### config.mk
export PLATFORM = sky130hd
export DESIGN_NAME = adc_result_trigger_ctrl
export DESIGN_NICKNAME = d
export VERILOG_FILES = /design/src/include/adc_ctrl_pkg.sv /design/src/hw/result_formatter.sv /design/src/hw/adc_result_trigger_ctrl.sv
export SDC_FILE = /design/constraint.sdc
export NUM_CORES = 1
export LEC_CHECK = 0
export ABC_AREA = 1
export BUFFER_PORTS_ARGS = -buffer_cell sky130_fd_sc_hd__buf_2
export CAP_MARGIN = 20
export CORE_MARGIN = 2
export CORE_UTILIZATION = 36
export DETAILED_ROUTE_END_ITERATION = 16
export GPL_ROUTABILITY_DRIVEN = 0
export PLACE_DENSITY_LB_ADDON = 0.25
export SETUP_SLACK_MARGIN = 0.05
export SLEW_MARGIN = 20
export SYNTH_ARGS = -nofsm -noshare
export SYNTH_HDL_FRONTEND = slang
export SYNTH_SLANG_ARGS = --single-unit
### constraint.sdc
create_clock -name clk_in -period 3.9 [get_ports clk_in]
set_clock_uncertainty 0.2 [all_clocks]
set_input_delay 0.78 -clock clk_in [delete_from_list [all_inputs] [get_ports clk_in]]
set_output_delay 0.78 -clock clk_in [all_outputs]
set_load 0.02 [all_outputs]
### src/include/adc_ctrl_pkg.sv
// package for the converter result and trigger control block
// assumes a 100 MHz system clock and an APB slave with byte-wide registers
package adc_ctrl_pkg;
	// register indexes; printed offsets are not all multiples of four
	localparam logic [7:0] idx_analog_misc     = 8'h77;
	localparam logic [7:0] idx_result_low      = 8'h78;
	localparam logic [7:0] idx_result_high     = 8'h79;
	localparam logic [7:0] idx_control_b       = 8'h7B;
	localparam logic [7:0] idx_input_off_low   = 8'h7E;
	localparam logic [7:0] idx_input_off_high  = 8'h7F;
	localparam logic [7:0] idx_converter_ctrl  = 8'h7A;
	// byte addresses on the bus are four times the index
	localparam logic [9:0] addr_analog_misc    = {idx_analog_misc, 2'b00};
	localparam logic [9:0] addr_result_low     = {idx_result_low, 2'b00};
	localparam logic [9:0] addr_result_high    = {idx_result_high, 2'b00};
	localparam logic [9:0] addr_control_b      = {idx_control_b, 2'b00};
	localparam logic [9:0] addr_input_off_low  = {idx_input_off_low, 2'b00};
	localparam logic [9:0] addr_input_off_high = {idx_input_off_high, 2'b00};
	localparam logic [9:0] addr_converter_ctrl = {idx_converter_ctrl, 2'b00};
	// writable bit masks, reserved bits read zero
	localparam logic [7:0] mask_control_b      = 8'hF7;
	localparam logic [7:0] mask_input_off_high = 8'h70;
	localparam logic [7:0] mask_analog_misc    = 8'h07;
	localparam logic [7:0] mask_converter_ctrl = 8'hA8;
	localparam logic [7:0] reset_byte          = 8'h00;
	// field positions
	localparam int pos_bipolar      = 7;
	localparam int pos_ext_ref      = 2;
	localparam int pos_int_ref_out  = 1;
	localparam int pos_cur_src      = 0;
	localparam int pos_conv_enable  = 7;
	localparam int pos_left_adjust  = 5;
	localparam int pos_done_flag    = 4;
	localparam int pos_auto_trigger = 3;
	localparam int pos_busy         = 2;
	// trigger sources
	typedef enum logic [2:0] {
		trig_free_running  = 3'b000,
		trig_comparator    = 3'b001,
		trig_ext_int0      = 3'b010,
		trig_t1_compare_a  = 3'b011,
		trig_t1_overflow   = 3'b100,
		trig_t1_compare_b  = 3'b101,
		trig_t1_capture    = 3'b110,
		trig_watchdog      = 3'b111
	} trigger_source_sel_type;
	// answer from the analog core
	typedef struct packed {
		logic       done;
		logic [9:0] value;
	} core_result_type;
endpackage

### src/hw/result_formatter.sv
// result formatter: maps a 10-bit result onto the two data bytes
// assumes the stored result is already coded (unipolar or two's complement)
`timescale 1ns/1ns
module result_formatter
	import adc_ctrl_pkg::*;
(
	input  wire logic [9:0] result_in,      // stored conversion result
	input  wire logic       left_adjust_in, // left alignment select
	output logic      [7:0] low_byte_out,   // low data byte view
	output logic      [7:0] high_byte_out   // high data byte view
);
	// alignment is combinational so a change shows at once
	always_comb begin
		if (left_adjust_in) begin
			high_byte_out = result_in[9:2];
			low_byte_out  = {result_in[1:0], 6'h00};
		end else begin
			high_byte_out = {6'h00, result_in[9:8]};
			low_byte_out  = result_in[7:0];
		end
	end
endmodule

### src/hw/adc_result_trigger_ctrl.sv
// converter result, trigger selection and pin input control with an APB slave
// assumes a 100 MHz clock, synchronous low reset, trigger flags as async inputs
//
// Notes on behaviour
// - a finished conversion loads its 10-bit result into the two data bytes
// - reading the low byte blocks result updates until the high byte is read
// - right alignment puts bits 9:8 in high byte 1:0, rest zero
// - left alignment puts bits 9:2 in high byte, 1:0 in low 7:6
// - bipolar select clear means unipolar; negative difference saturates
// - bipolar codes two's complement nine bits plus sign; unipolar plain ten
// - trigger source field acts only while auto trigger is enabled
// - a rising edge of the selected flag starts a conversion, source switch too
// - selecting free running never makes a trigger event itself
// - trigger field decodes to eight listed sources
// - low input-off bits disable pins 7:0 and force their port reads zero
// - high input-off bits 6:4 disable pins 10, 9 and 8
// - misc bit 2 selects the external reference pin
// - misc bit 1 drives the internal reference out on the output pin
// - left adjust change alters the data byte view immediately
// - done flag sets on update; writing one clears it
`timescale 1ns/1ns
module adc_result_trigger_ctrl
	import adc_ctrl_pkg::*;
(
	input  wire logic        clk_in,               // system clock
	input  wire logic        rst_b_in,             // synchronous reset, active low
	input  wire logic        psel_in,              // apb select
	input  wire logic        penable_in,           // apb enable
	input  wire logic        pwrite_in,            // apb direction
	input  wire logic [11:0] paddr_in,             // apb byte address
	input  wire logic [31:0] pwdata_in,            // apb write data
	output logic      [31:0] prdata_out,           // apb read data
	output logic             pready_out,           // apb ready
	output logic             pslverr_out,          // apb error
	input  wire logic        core_done_in,         // core finished, one-cycle pulse
	input  wire logic [9:0]  core_value_in,        // raw core code
	input  wire logic        core_negative_in,     // input difference negative
	input  wire logic [7:0]  trigger_flags_in,     // source flags, async
	input  wire logic [10:0] pin_digital_in,       // raw pin levels, async
	output logic             conversion_start_out, // start pulse to core
	output logic             bipolar_select_out,   // bipolar mode to core
	output logic [10:0]      pin_buffer_off_out,   // input buffer disables
	output logic [10:0]      port_input_out,       // pin reads after disable
	output logic             ext_reference_in_enable_out,  // take external ref
	output logic             int_reference_out_enable_out, // drive internal ref out
	output logic             current_source_enable_out     // current source on
);
	localparam logic [9:0] full_scale = 10'h3FF;

	typedef struct packed {
		logic [7:0]  control_b;
		logic [7:0]  input_off_low;
		logic [7:0]  input_off_high;
		logic [7:0]  analog_misc;
		logic [7:0]  converter_ctrl;
		logic        done_flag;
		logic [9:0]  result;
		logic        locked;
		logic [7:0]  flag_meta;
		logic [7:0]  flag_sync;
		logic        trig_prev;
		logic [10:0] pin_meta;
		logic [10:0] pin_sync;
		logic [31:0] rdata;
		logic        ready;
		logic        slverr;
		logic        start;
		logic        busy;
		logic [10:0] port_in;
	} state_type;

	state_type state_r;
	state_type state_nxt;

	logic [7:0] low_view;
	logic [7:0] high_view;

	// decodes an aligned byte address to a mapped register
	function automatic logic is_mapped(input logic [9:0] a);
		return (a == addr_analog_misc) || (a == addr_result_low) ||
			(a == addr_result_high) || (a == addr_control_b) ||
			(a == addr_input_off_low) || (a == addr_input_off_high) ||
			(a == addr_converter_ctrl);
	endfunction

	// codes a raw core value in the current mode
	function automatic logic [9:0] code_result(input logic [9:0] raw, input logic neg,
		input logic bip);
		if (bip)
			return raw;
		else if (neg)
			return full_scale;
		else
			return raw;
	endfunction

	result_formatter u_formatter (
		.result_in      (state_r.result),
		.left_adjust_in (state_r.converter_ctrl[pos_left_adjust]),
		.low_byte_out   (low_view),
		.high_byte_out  (high_view)
	);

	always_comb begin
		logic        access;
		logic        wr;
		logic        rd;
		logic [9:0]  waddr;
		logic [7:0]  wbyte;
		logic        sel_flag;
		logic        trig_edge;
		logic        clear_done;
		logic        conv_en;
		logic        auto_en;
		logic [10:0] off_bits;
		access     = 1'b0;
		wr         = 1'b0;
		rd         = 1'b0;
		waddr      = 10'h000;
		wbyte      = 8'h00;
		sel_flag   = 1'b0;
		trig_edge  = 1'b0;
		clear_done = 1'b0;
		conv_en    = 1'b0;
		auto_en    = 1'b0;
		off_bits   = 11'h000;
		state_nxt  = state_r;

		// two-stage synchronisers for flags and pins
		state_nxt.flag_meta = trigger_flags_in;
		state_nxt.flag_sync = state_r.flag_meta;
		state_nxt.pin_meta  = pin_digital_in;
		state_nxt.pin_sync  = state_r.pin_meta;

		// apb: answer registered in the cycle after the first access cycle, ready for one cycle
		access = psel_in && penable_in && !state_r.ready;
		// aligned byte address; addresses above the map fold onto unmapped zero
		waddr  = (paddr_in[11:10] == 2'b00) ? {paddr_in[9:2], 2'b00} : 10'h000;
		wbyte  = pwdata_in[7:0];
		wr     = access && pwrite_in && is_mapped(waddr);
		rd     = access && !pwrite_in && is_mapped(waddr);
		state_nxt.ready  = access;
		state_nxt.slverr = access && !is_mapped(waddr);
		state_nxt.rdata  = 32'h0000_0000;
		if (rd) begin
			case (waddr)
				addr_analog_misc:    state_nxt.rdata[7:0] = state_r.analog_misc;
				addr_result_low:     state_nxt.rdata[7:0] = low_view;
				addr_result_high:    state_nxt.rdata[7:0] = high_view;
				addr_control_b:      state_nxt.rdata[7:0] = state_r.control_b;
				addr_input_off_low:  state_nxt.rdata[7:0] = state_r.input_off_low;
				addr_input_off_high: state_nxt.rdata[7:0] = state_r.input_off_high;
				addr_converter_ctrl: state_nxt.rdata[7:0] = state_r.converter_ctrl |
					{3'b000, state_r.done_flag, 1'b0, state_r.busy, 2'b00};
				default:             state_nxt.rdata = 32'h0000_0000;
			endcase
		end

		// lock on low byte read, release on high byte read
		if (rd && waddr == addr_result_low)
			state_nxt.locked = 1'b1;
		else if (rd && waddr == addr_result_high)
			state_nxt.locked = 1'b0;

		// register writes, reserved bits masked to zero
		if (wr) begin
			case (waddr)
				addr_analog_misc:    state_nxt.analog_misc = wbyte & mask_analog_misc;
				addr_control_b:      state_nxt.control_b = wbyte & mask_control_b;
				addr_input_off_low:  state_nxt.input_off_low = wbyte;
				addr_input_off_high: state_nxt.input_off_high =
					wbyte & mask_input_off_high;
				addr_converter_ctrl: begin
					state_nxt.converter_ctrl = wbyte & mask_converter_ctrl;
					clear_done = wbyte[pos_done_flag];
				end
				default:             state_nxt.analog_misc = state_r.analog_misc;
			endcase
		end

		// selected source flag; free running has no flag of its own
		case (trigger_source_sel_type'(state_r.control_b[2:0]))
			trig_free_running: sel_flag = 1'b0;
			trig_comparator:   sel_flag = state_r.flag_sync[1];
			trig_ext_int0:     sel_flag = state_r.flag_sync[2];
			trig_t1_compare_a: sel_flag = state_r.flag_sync[3];
			trig_t1_overflow:  sel_flag = state_r.flag_sync[4];
			trig_t1_compare_b: sel_flag = state_r.flag_sync[5];
			trig_t1_capture:   sel_flag = state_r.flag_sync[6];
			trig_watchdog:     sel_flag = state_r.flag_sync[7];
			default:           sel_flag = 1'b0;
		endcase
		// edge seen on the muxed signal, so a source switch counts too
		state_nxt.trig_prev = sel_flag;
		trig_edge = sel_flag && !state_r.trig_prev;
		conv_en   = state_r.converter_ctrl[pos_conv_enable];
		auto_en   = state_r.converter_ctrl[pos_auto_trigger];
		state_nxt.start = conv_en && auto_en && trig_edge;
		if (state_nxt.start)
			state_nxt.busy = 1'b1;

		// result update unless a low byte read left it locked
		if (core_done_in) begin
			state_nxt.busy = 1'b0;
			if (!state_r.locked) begin
				state_nxt.result = code_result(core_value_in, core_negative_in,
					state_r.control_b[pos_bipolar]);
			end
		end
		// done flag: set wins over a write-one clear
		if (core_done_in && !state_r.locked)
			state_nxt.done_flag = 1'b1;
		else if (clear_done)
			state_nxt.done_flag = 1'b0;
		if (!conv_en)
			state_nxt.busy = 1'b0;

		// pin input disables and forced-zero port reads
		off_bits = {state_r.input_off_high[6:4], state_r.input_off_low};
		state_nxt.port_in = state_r.pin_sync & ~off_bits;
	end

	// state register
	always_ff @(posedge clk_in) begin
		if (!rst_b_in) begin
			state_r <= '0;
		end else begin
			state_r <= state_nxt;
		end
	end

	// outputs straight from flip-flops
	assign prdata_out                   = state_r.rdata;
	assign pready_out                   = state_r.ready;
	assign pslverr_out                  = state_r.slverr;
	assign conversion_start_out         = state_r.start;
	assign bipolar_select_out           = state_r.control_b[pos_bipolar];
	assign pin_buffer_off_out           = {state_r.input_off_high[6:4], state_r.input_off_low};
	assign port_input_out               = state_r.port_in;
	assign ext_reference_in_enable_out  = state_r.analog_misc[pos_ext_ref];
	assign int_reference_out_enable_out = state_r.analog_misc[pos_int_ref_out];
	assign current_source_enable_out    = state_r.analog_misc[pos_cur_src];
endmodule

Yosys cells after proc, flatten, opt, wreduce, memory -nomap -nowiden
Cells that the tools add are included.
{"block": "word_totals", "ff_bits": 122}
{"block": "op_classes", "eq_ne": 14, "muxes": 13, "bitwise": 6, "reduce_logical": 36}
{"operator": "$eq A10 B9 Y1 const B", "n": 7}
{"operator": "$pmux W8 S7", "n": 1}
{"operator": "$mux W10", "n": 3}
{"operator": "$mux W8", "n": 2}
{"operator": "$reduce_and A2 Y1", "n": 7}
{"operator": "$logic_and A1 B1 Y1", "n": 13}
{"operator": "$eq A3 B3 Y1 const B", "n": 4}
{"operator": "$and A11 B11 Y11", "n": 1}
{"operator": "$not A11 Y11", "n": 1}
{"operator": "$or A8 B5 Y8", "n": 1}
{"operator": "$pmux W1 S8", "n": 1}
{"operator": "$eq A3 B2 Y1 const B", "n": 2}
{"operator": "$logic_or A1 B1 Y1", "n": 6}
{"operator": "$mux W1", "n": 6}
{"operator": "$logic_not A1 Y1", "n": 5}
{"operator": "$reduce_bool A2 Y1", "n": 2}
{"operator": "$eq A3 B1 Y1 const B", "n": 1}
{"operator": "$logic_not A3 Y1", "n": 1}
{"operator": "$not A1 Y1", "n": 3}
{"operator": "$reduce_or A3 Y1", "n": 1}
{"operator": "$logic_not A2 Y1", "n": 1}

Longest topological paths before layout
{"block": "logic_depth", "word_depth": 13, "mapped_depth": 14, "depth_no_buf": 12}

By module
Synthesis repeated with hierarchy kept, for this count alone.
{"block": "hier_totals", "cells_unflattened": 595, "hier_area_um2": 4310.4}
{"mod": "adc_result_trigger_ctrl", "n_inst": 1, "cells_each": 556, "area_per_inst_um2": 4145.2}
{"mod": "result_formatter", "n_inst": 1, "cells_each": 39, "area_per_inst_um2": 165.2}

Worst setup path before layout
Ideal clock, no wire load.
{"block": "synth_path", "path_type": "input -> register", "from": "input port psel_in", "to": "register state_r (netlist bit pin_buffer_off_out[0])", "setup_time_ns": 0.113, "arrival_time_ns": 1.979, "required_ns": 3.587, "slack_ns": 1.608, "path_stages": 8, "cell_sequence": "nand2_1 > nor2_1 > inv_1 > nor2_1 > nand3_2 > buf_2 > nor2_1 > nor2_1"}
{"block": "synth_via", "elab_chain_cells": 5}
{"item": "start, declared", "line_no": "adc_result_trigger_ctrl.sv:27", "text": "input wire logic psel_in,"}
{"item": "$logic_and A1 B1 Y1 (2 in a row)", "line_no": "adc_result_trigger_ctrl.sv:136", "text": "access = psel_in && penable_in && !state_r.ready;"}
{"item": "$logic_and A1 B1 Y1 (2 in a row)", "line_no": "adc_result_trigger_ctrl.sv:140", "text": "wr = access && pwrite_in && is_mapped(waddr);"}
{"item": "$reduce_and A2 Y1 (no source line)"}
{"item": "end signal, assigned", "line_no": "adc_result_trigger_ctrl.sv:228", "text": "state_r <= state_nxt;"}
{"item": "end, declared", "line_no": "adc_result_trigger_ctrl.sv:72", "text": "state_type state_r;"}
No other way between the ends.
A chain may end at the register's enable or synchronous reset.

Worst setup path in the final report
{"block": "layout_path", "from": "input port paddr_in[11]", "to": "register state_r (netlist bit pin_buffer_off_out[7])"}
{"block": "layout_via", "elab_chain_cells": 11}
{"item": "start, declared", "line_no": "adc_result_trigger_ctrl.sv:30", "text": "input wire logic [11:0] paddr_in,"}
{"item": "$logic_not A2 Y1 (*)", "line_no": "adc_result_trigger_ctrl.sv:138", "text": "waddr = (paddr_in[11:10] == 2'b00) ? {paddr_in[9:2], 2'b00} : 10'h000;"}
{"item": "$mux W10 (*)", "line_no": "adc_result_trigger_ctrl.sv:138"}
{"item": "$eq A10 B9 Y1", "line_no": "adc_result_trigger_ctrl.sv:80", "text": "return (a == addr_analog_misc) || (a == addr_result_low) ||"}
{"item": "$logic_or A1 B1 Y1 (2 in a row)", "line_no": "adc_result_trigger_ctrl.sv:80"}
{"item": "$logic_or A1 B1 Y1 (2 in a row)", "line_no": "adc_result_trigger_ctrl.sv:81", "text": "(a == addr_result_high) || (a == addr_control_b) ||"}
{"item": "$logic_or A1 B1 Y1 (2 in a row)", "line_no": "adc_result_trigger_ctrl.sv:82", "text": "(a == addr_input_off_low) || (a == addr_input_off_high) ||"}
{"item": "$logic_and A1 B1 Y1", "line_no": "adc_result_trigger_ctrl.sv:140"}
{"item": "$reduce_and A2 Y1 (no source line) (*)"}
Mark *: on every way between the ends. The rest lies on a longest branch, timed or not.

==> impl_metrics.ini <==
[outcome]
status = completed

[synthesis]
yosysMostFrequentCell = nand2_1
ys_ff_latch = 96
synth_cells = 575
synth_area_um2 = 4150
synth_edf_count = 0
ys_warn_count = 0
synth_top_area_cell = dfxtp_1
synth_flop_cell = dfxtp_1
yosysTopAreaCellShare = 0.463
synth_cell_types = 26
syn_avg_cell_area_um2 = 7.21
synth_area_leaders = dfxtp_1, nand2_1, buf_4
yosysSeqAreaShare = 0.463
synthTopCellsByCount = nand2_1, dfxtp_1, nor2_1
ys_async_sr_fraction = 0

[place]
dp_hpwl_um = 6790
io_buffers = 89

[clocking]
clk_path_buf_depth = 2
worstSkewPairLatency_ps = 340
cts-root-buf = clkbuf_16
cts-htree-levels = 3
tritoncts = done
clk_pin_slew_ps = 70
ctsHoldBuffers = 0
cts_buffers = 9
cts_resized = 0
cts.sinks = 96
cts_setup_buffers = 0

[route]
drt-pass1-iter-count = 4
ant_nets = 0
viasPerCell = 4.34
wl_per_cell_um = 11.6
drc = 0
num_vias = 3373
drtIter0Drc = 141
totalWireLength_um = 9000

[floorplan]
core_area_um2 = 11300
die_y_um = 111
fp.dieW_um = 111
design.die.area_um2 = 12400
ios = 141
rows = 39
initial_core_util = 0.366

[power_and_ir_drop]
internal-power_w = 0.00165
powerDensity_nw_per_um2 = 448
combPwrFrac = 0.058
p_total_w = 0.00212
switchingPower_w = 0.000465
seqPwrFrac = 0.483
peakVddDrop_v = 0.000290
p_leak_nw = 2.56
clockPowerShare = 0.460
swShare = 0.220

[hold_path]
holdCritPathClass = reg -> reg

[global_routing]
grt_pass1_vias = 3143
grt_overflow = 0
grt_max_degree = 45
grt_pass1_wl_um = 14900
antenna_found_initial = 0
grt_usage = 0.149

[critical_path]
end_kind = flop
path_cells = buf_2, nor2_4, nand3_1, inv_1, nand3_1, nand2_1, nor2_1, nand2_2, nand3_2, nand2_1, nand2_1, nor2_1
critPathMaxFanout = 16
worst_ep_arrival_time_ps = 2490
cpPeakStageDelay_ps = 310
cp_data_required_time_ps = 3970
crit_type = in -> reg
startpoint_type = input port
crit_top_cell = nand2_1
critPathSlowestCell = nand3_2

[final_layout]
post-route-util = 0.417
fin_nets = 708
syn2layout_area_growth_pct = 13.9
drive_above_1_share = 0.188

[sta]
setup_viol = 0
relSlewSlack = 0.529
hold_violations = 0
period_share = 0.619
slew_violations = 0
rsz0062_at_grt = false
fmax_ghz = 0.414
max_slew.worst_pin.slew_ps = 705
setup-tns-final_ps = 0
period_needed_ps = 2410

[flow_run]
drv_cap = 0
## state kept, by name (all words and copies together), names as in the netlist
| name | count |
|---|---|
| pin_buffer_off_out | 11 |
| prdata_out | 8 |
| conversion_start_out | 1 |
| bipolar_select_out | 1 |
| ext_reference_in_enable_out | 1 |
| state_nxt | 18 |
| int_reference_out_enable_out | 1 |
| pready_out | 1 |
| port_input_out | 11 |
| current_source_enable_out | 1 |
| state_r | 41 |
| pslverr_out | 1 |
## power by group through the flow
stage               sequential (W)  clock, W  combinational, W
finish                     0.00102  0.000973          0.000122
global route               0.00102   0.00104          0.000138
CTS                        0.00102  0.000998          0.000123
detailed placement         0.00104         0          0.000122
global placement           0.00104         0          0.000120
floorplan                  0.00104         0         0.0000997
## per-layer routing
metal,up-vias,GRT usage,share of wire
met5,-,0,0
met4,0,0.0469,0.015
met3,13,0.0492,0.073
met2,94,0.251,0.48
met1,1492,0.179,0.43
li1,1774,-,-
## final timing paths
path                 from                     to  slack [ps]  cells past startpoint
max reg2reg    pready_out  pin_buffer_off_out[7]        1760                      7
min reg2reg   state_r[52]      port_input_out[5]         210                      2
min           state_r[52]      port_input_out[5]         210                      2
max          paddr_in[11]  pin_buffer_off_out[7]        1490                     12
## final cells by class
type | instances | area, um2
fill | 1193 | 6600
sequential | 96 | 1920
multi-input combinational | 345 | 1500
timing repair buffer | 90 | 453
inverter | 86 | 323
clock buffer | 11 | 253
tap | 143 | 179
clock inverter | 5 | 86.3
antenna | 1 | 2.50
## through the flow
step           instances  hold slack, ps  setup slack (ps)  instance area (um2)
4_1_cts              776             208              1480                 4720
6_report             777             208              1490                 4720
3_3_place_gp         760             192              1200                 4380
5_1_grt              776             226              1160                 4720
3_5_place_dp         760             195              1130                 4380
2_1_floorplan        598             190              1610                 4230
## worst max-delay path: cells and delay by family
family | cells | cell delay, ps
buffers and inverters | 2 | 230
and+or+nand+nor | 10 | 1470
## layout by cell type, fill, tap and decap left out
cell | Yosys | layout
dfxtp_1 | 96 | 96
nand3_4 | 1 | 1
inv_2 | 2 | 2
inv_6 | 0 | 2
nand2_2 | 1 | 1
inv_1 | 84 | 84
nor2_1 | 87 | 86
a21oi_1 | 29 | 29
buf_4 | 54 | 1
nand2_1 | 137 | 137
buf_2 | 2 | 89
o211ai_1 | 1 | 1
nand3_1 | 18 | 18
clkinv_4 | 0 | 1
clkbuf_16 | 0 | 9
clkbuf_8 | 0 | 2
conb_1 | 1 | 24
diode_2 | 0 | 1
bufinv_16 | 0 | 2
nand3_2 | 3 | 3
nor2_2 | 0 | 1
nor3b_2 | 1 | 1
nor3_1 | 2 | 2
or2_2 | 1 | 1
nand4_2 | 1 | 1
o221ai_1 | 1 | 1
nor2_4 | 2 | 2
nand4_1 | 3 | 3
o21ai_0 | 25 | 25
o2111ai_1 | 3 | 3
o22ai_1 | 5 | 5
## logic make-up (layout without fill, tap and decap cells)
logic type,count (synthesis),in the layout,synth area share
other,1,25,0.000904
buffers and inverters,157,192,0.195
DFF,96,96,0.463
and+or+nand+nor,257,257,0.257
AOI/OAI and AO/OA,64,64,0.0830
No activity file was read; power rests on OpenSTA's default activity.
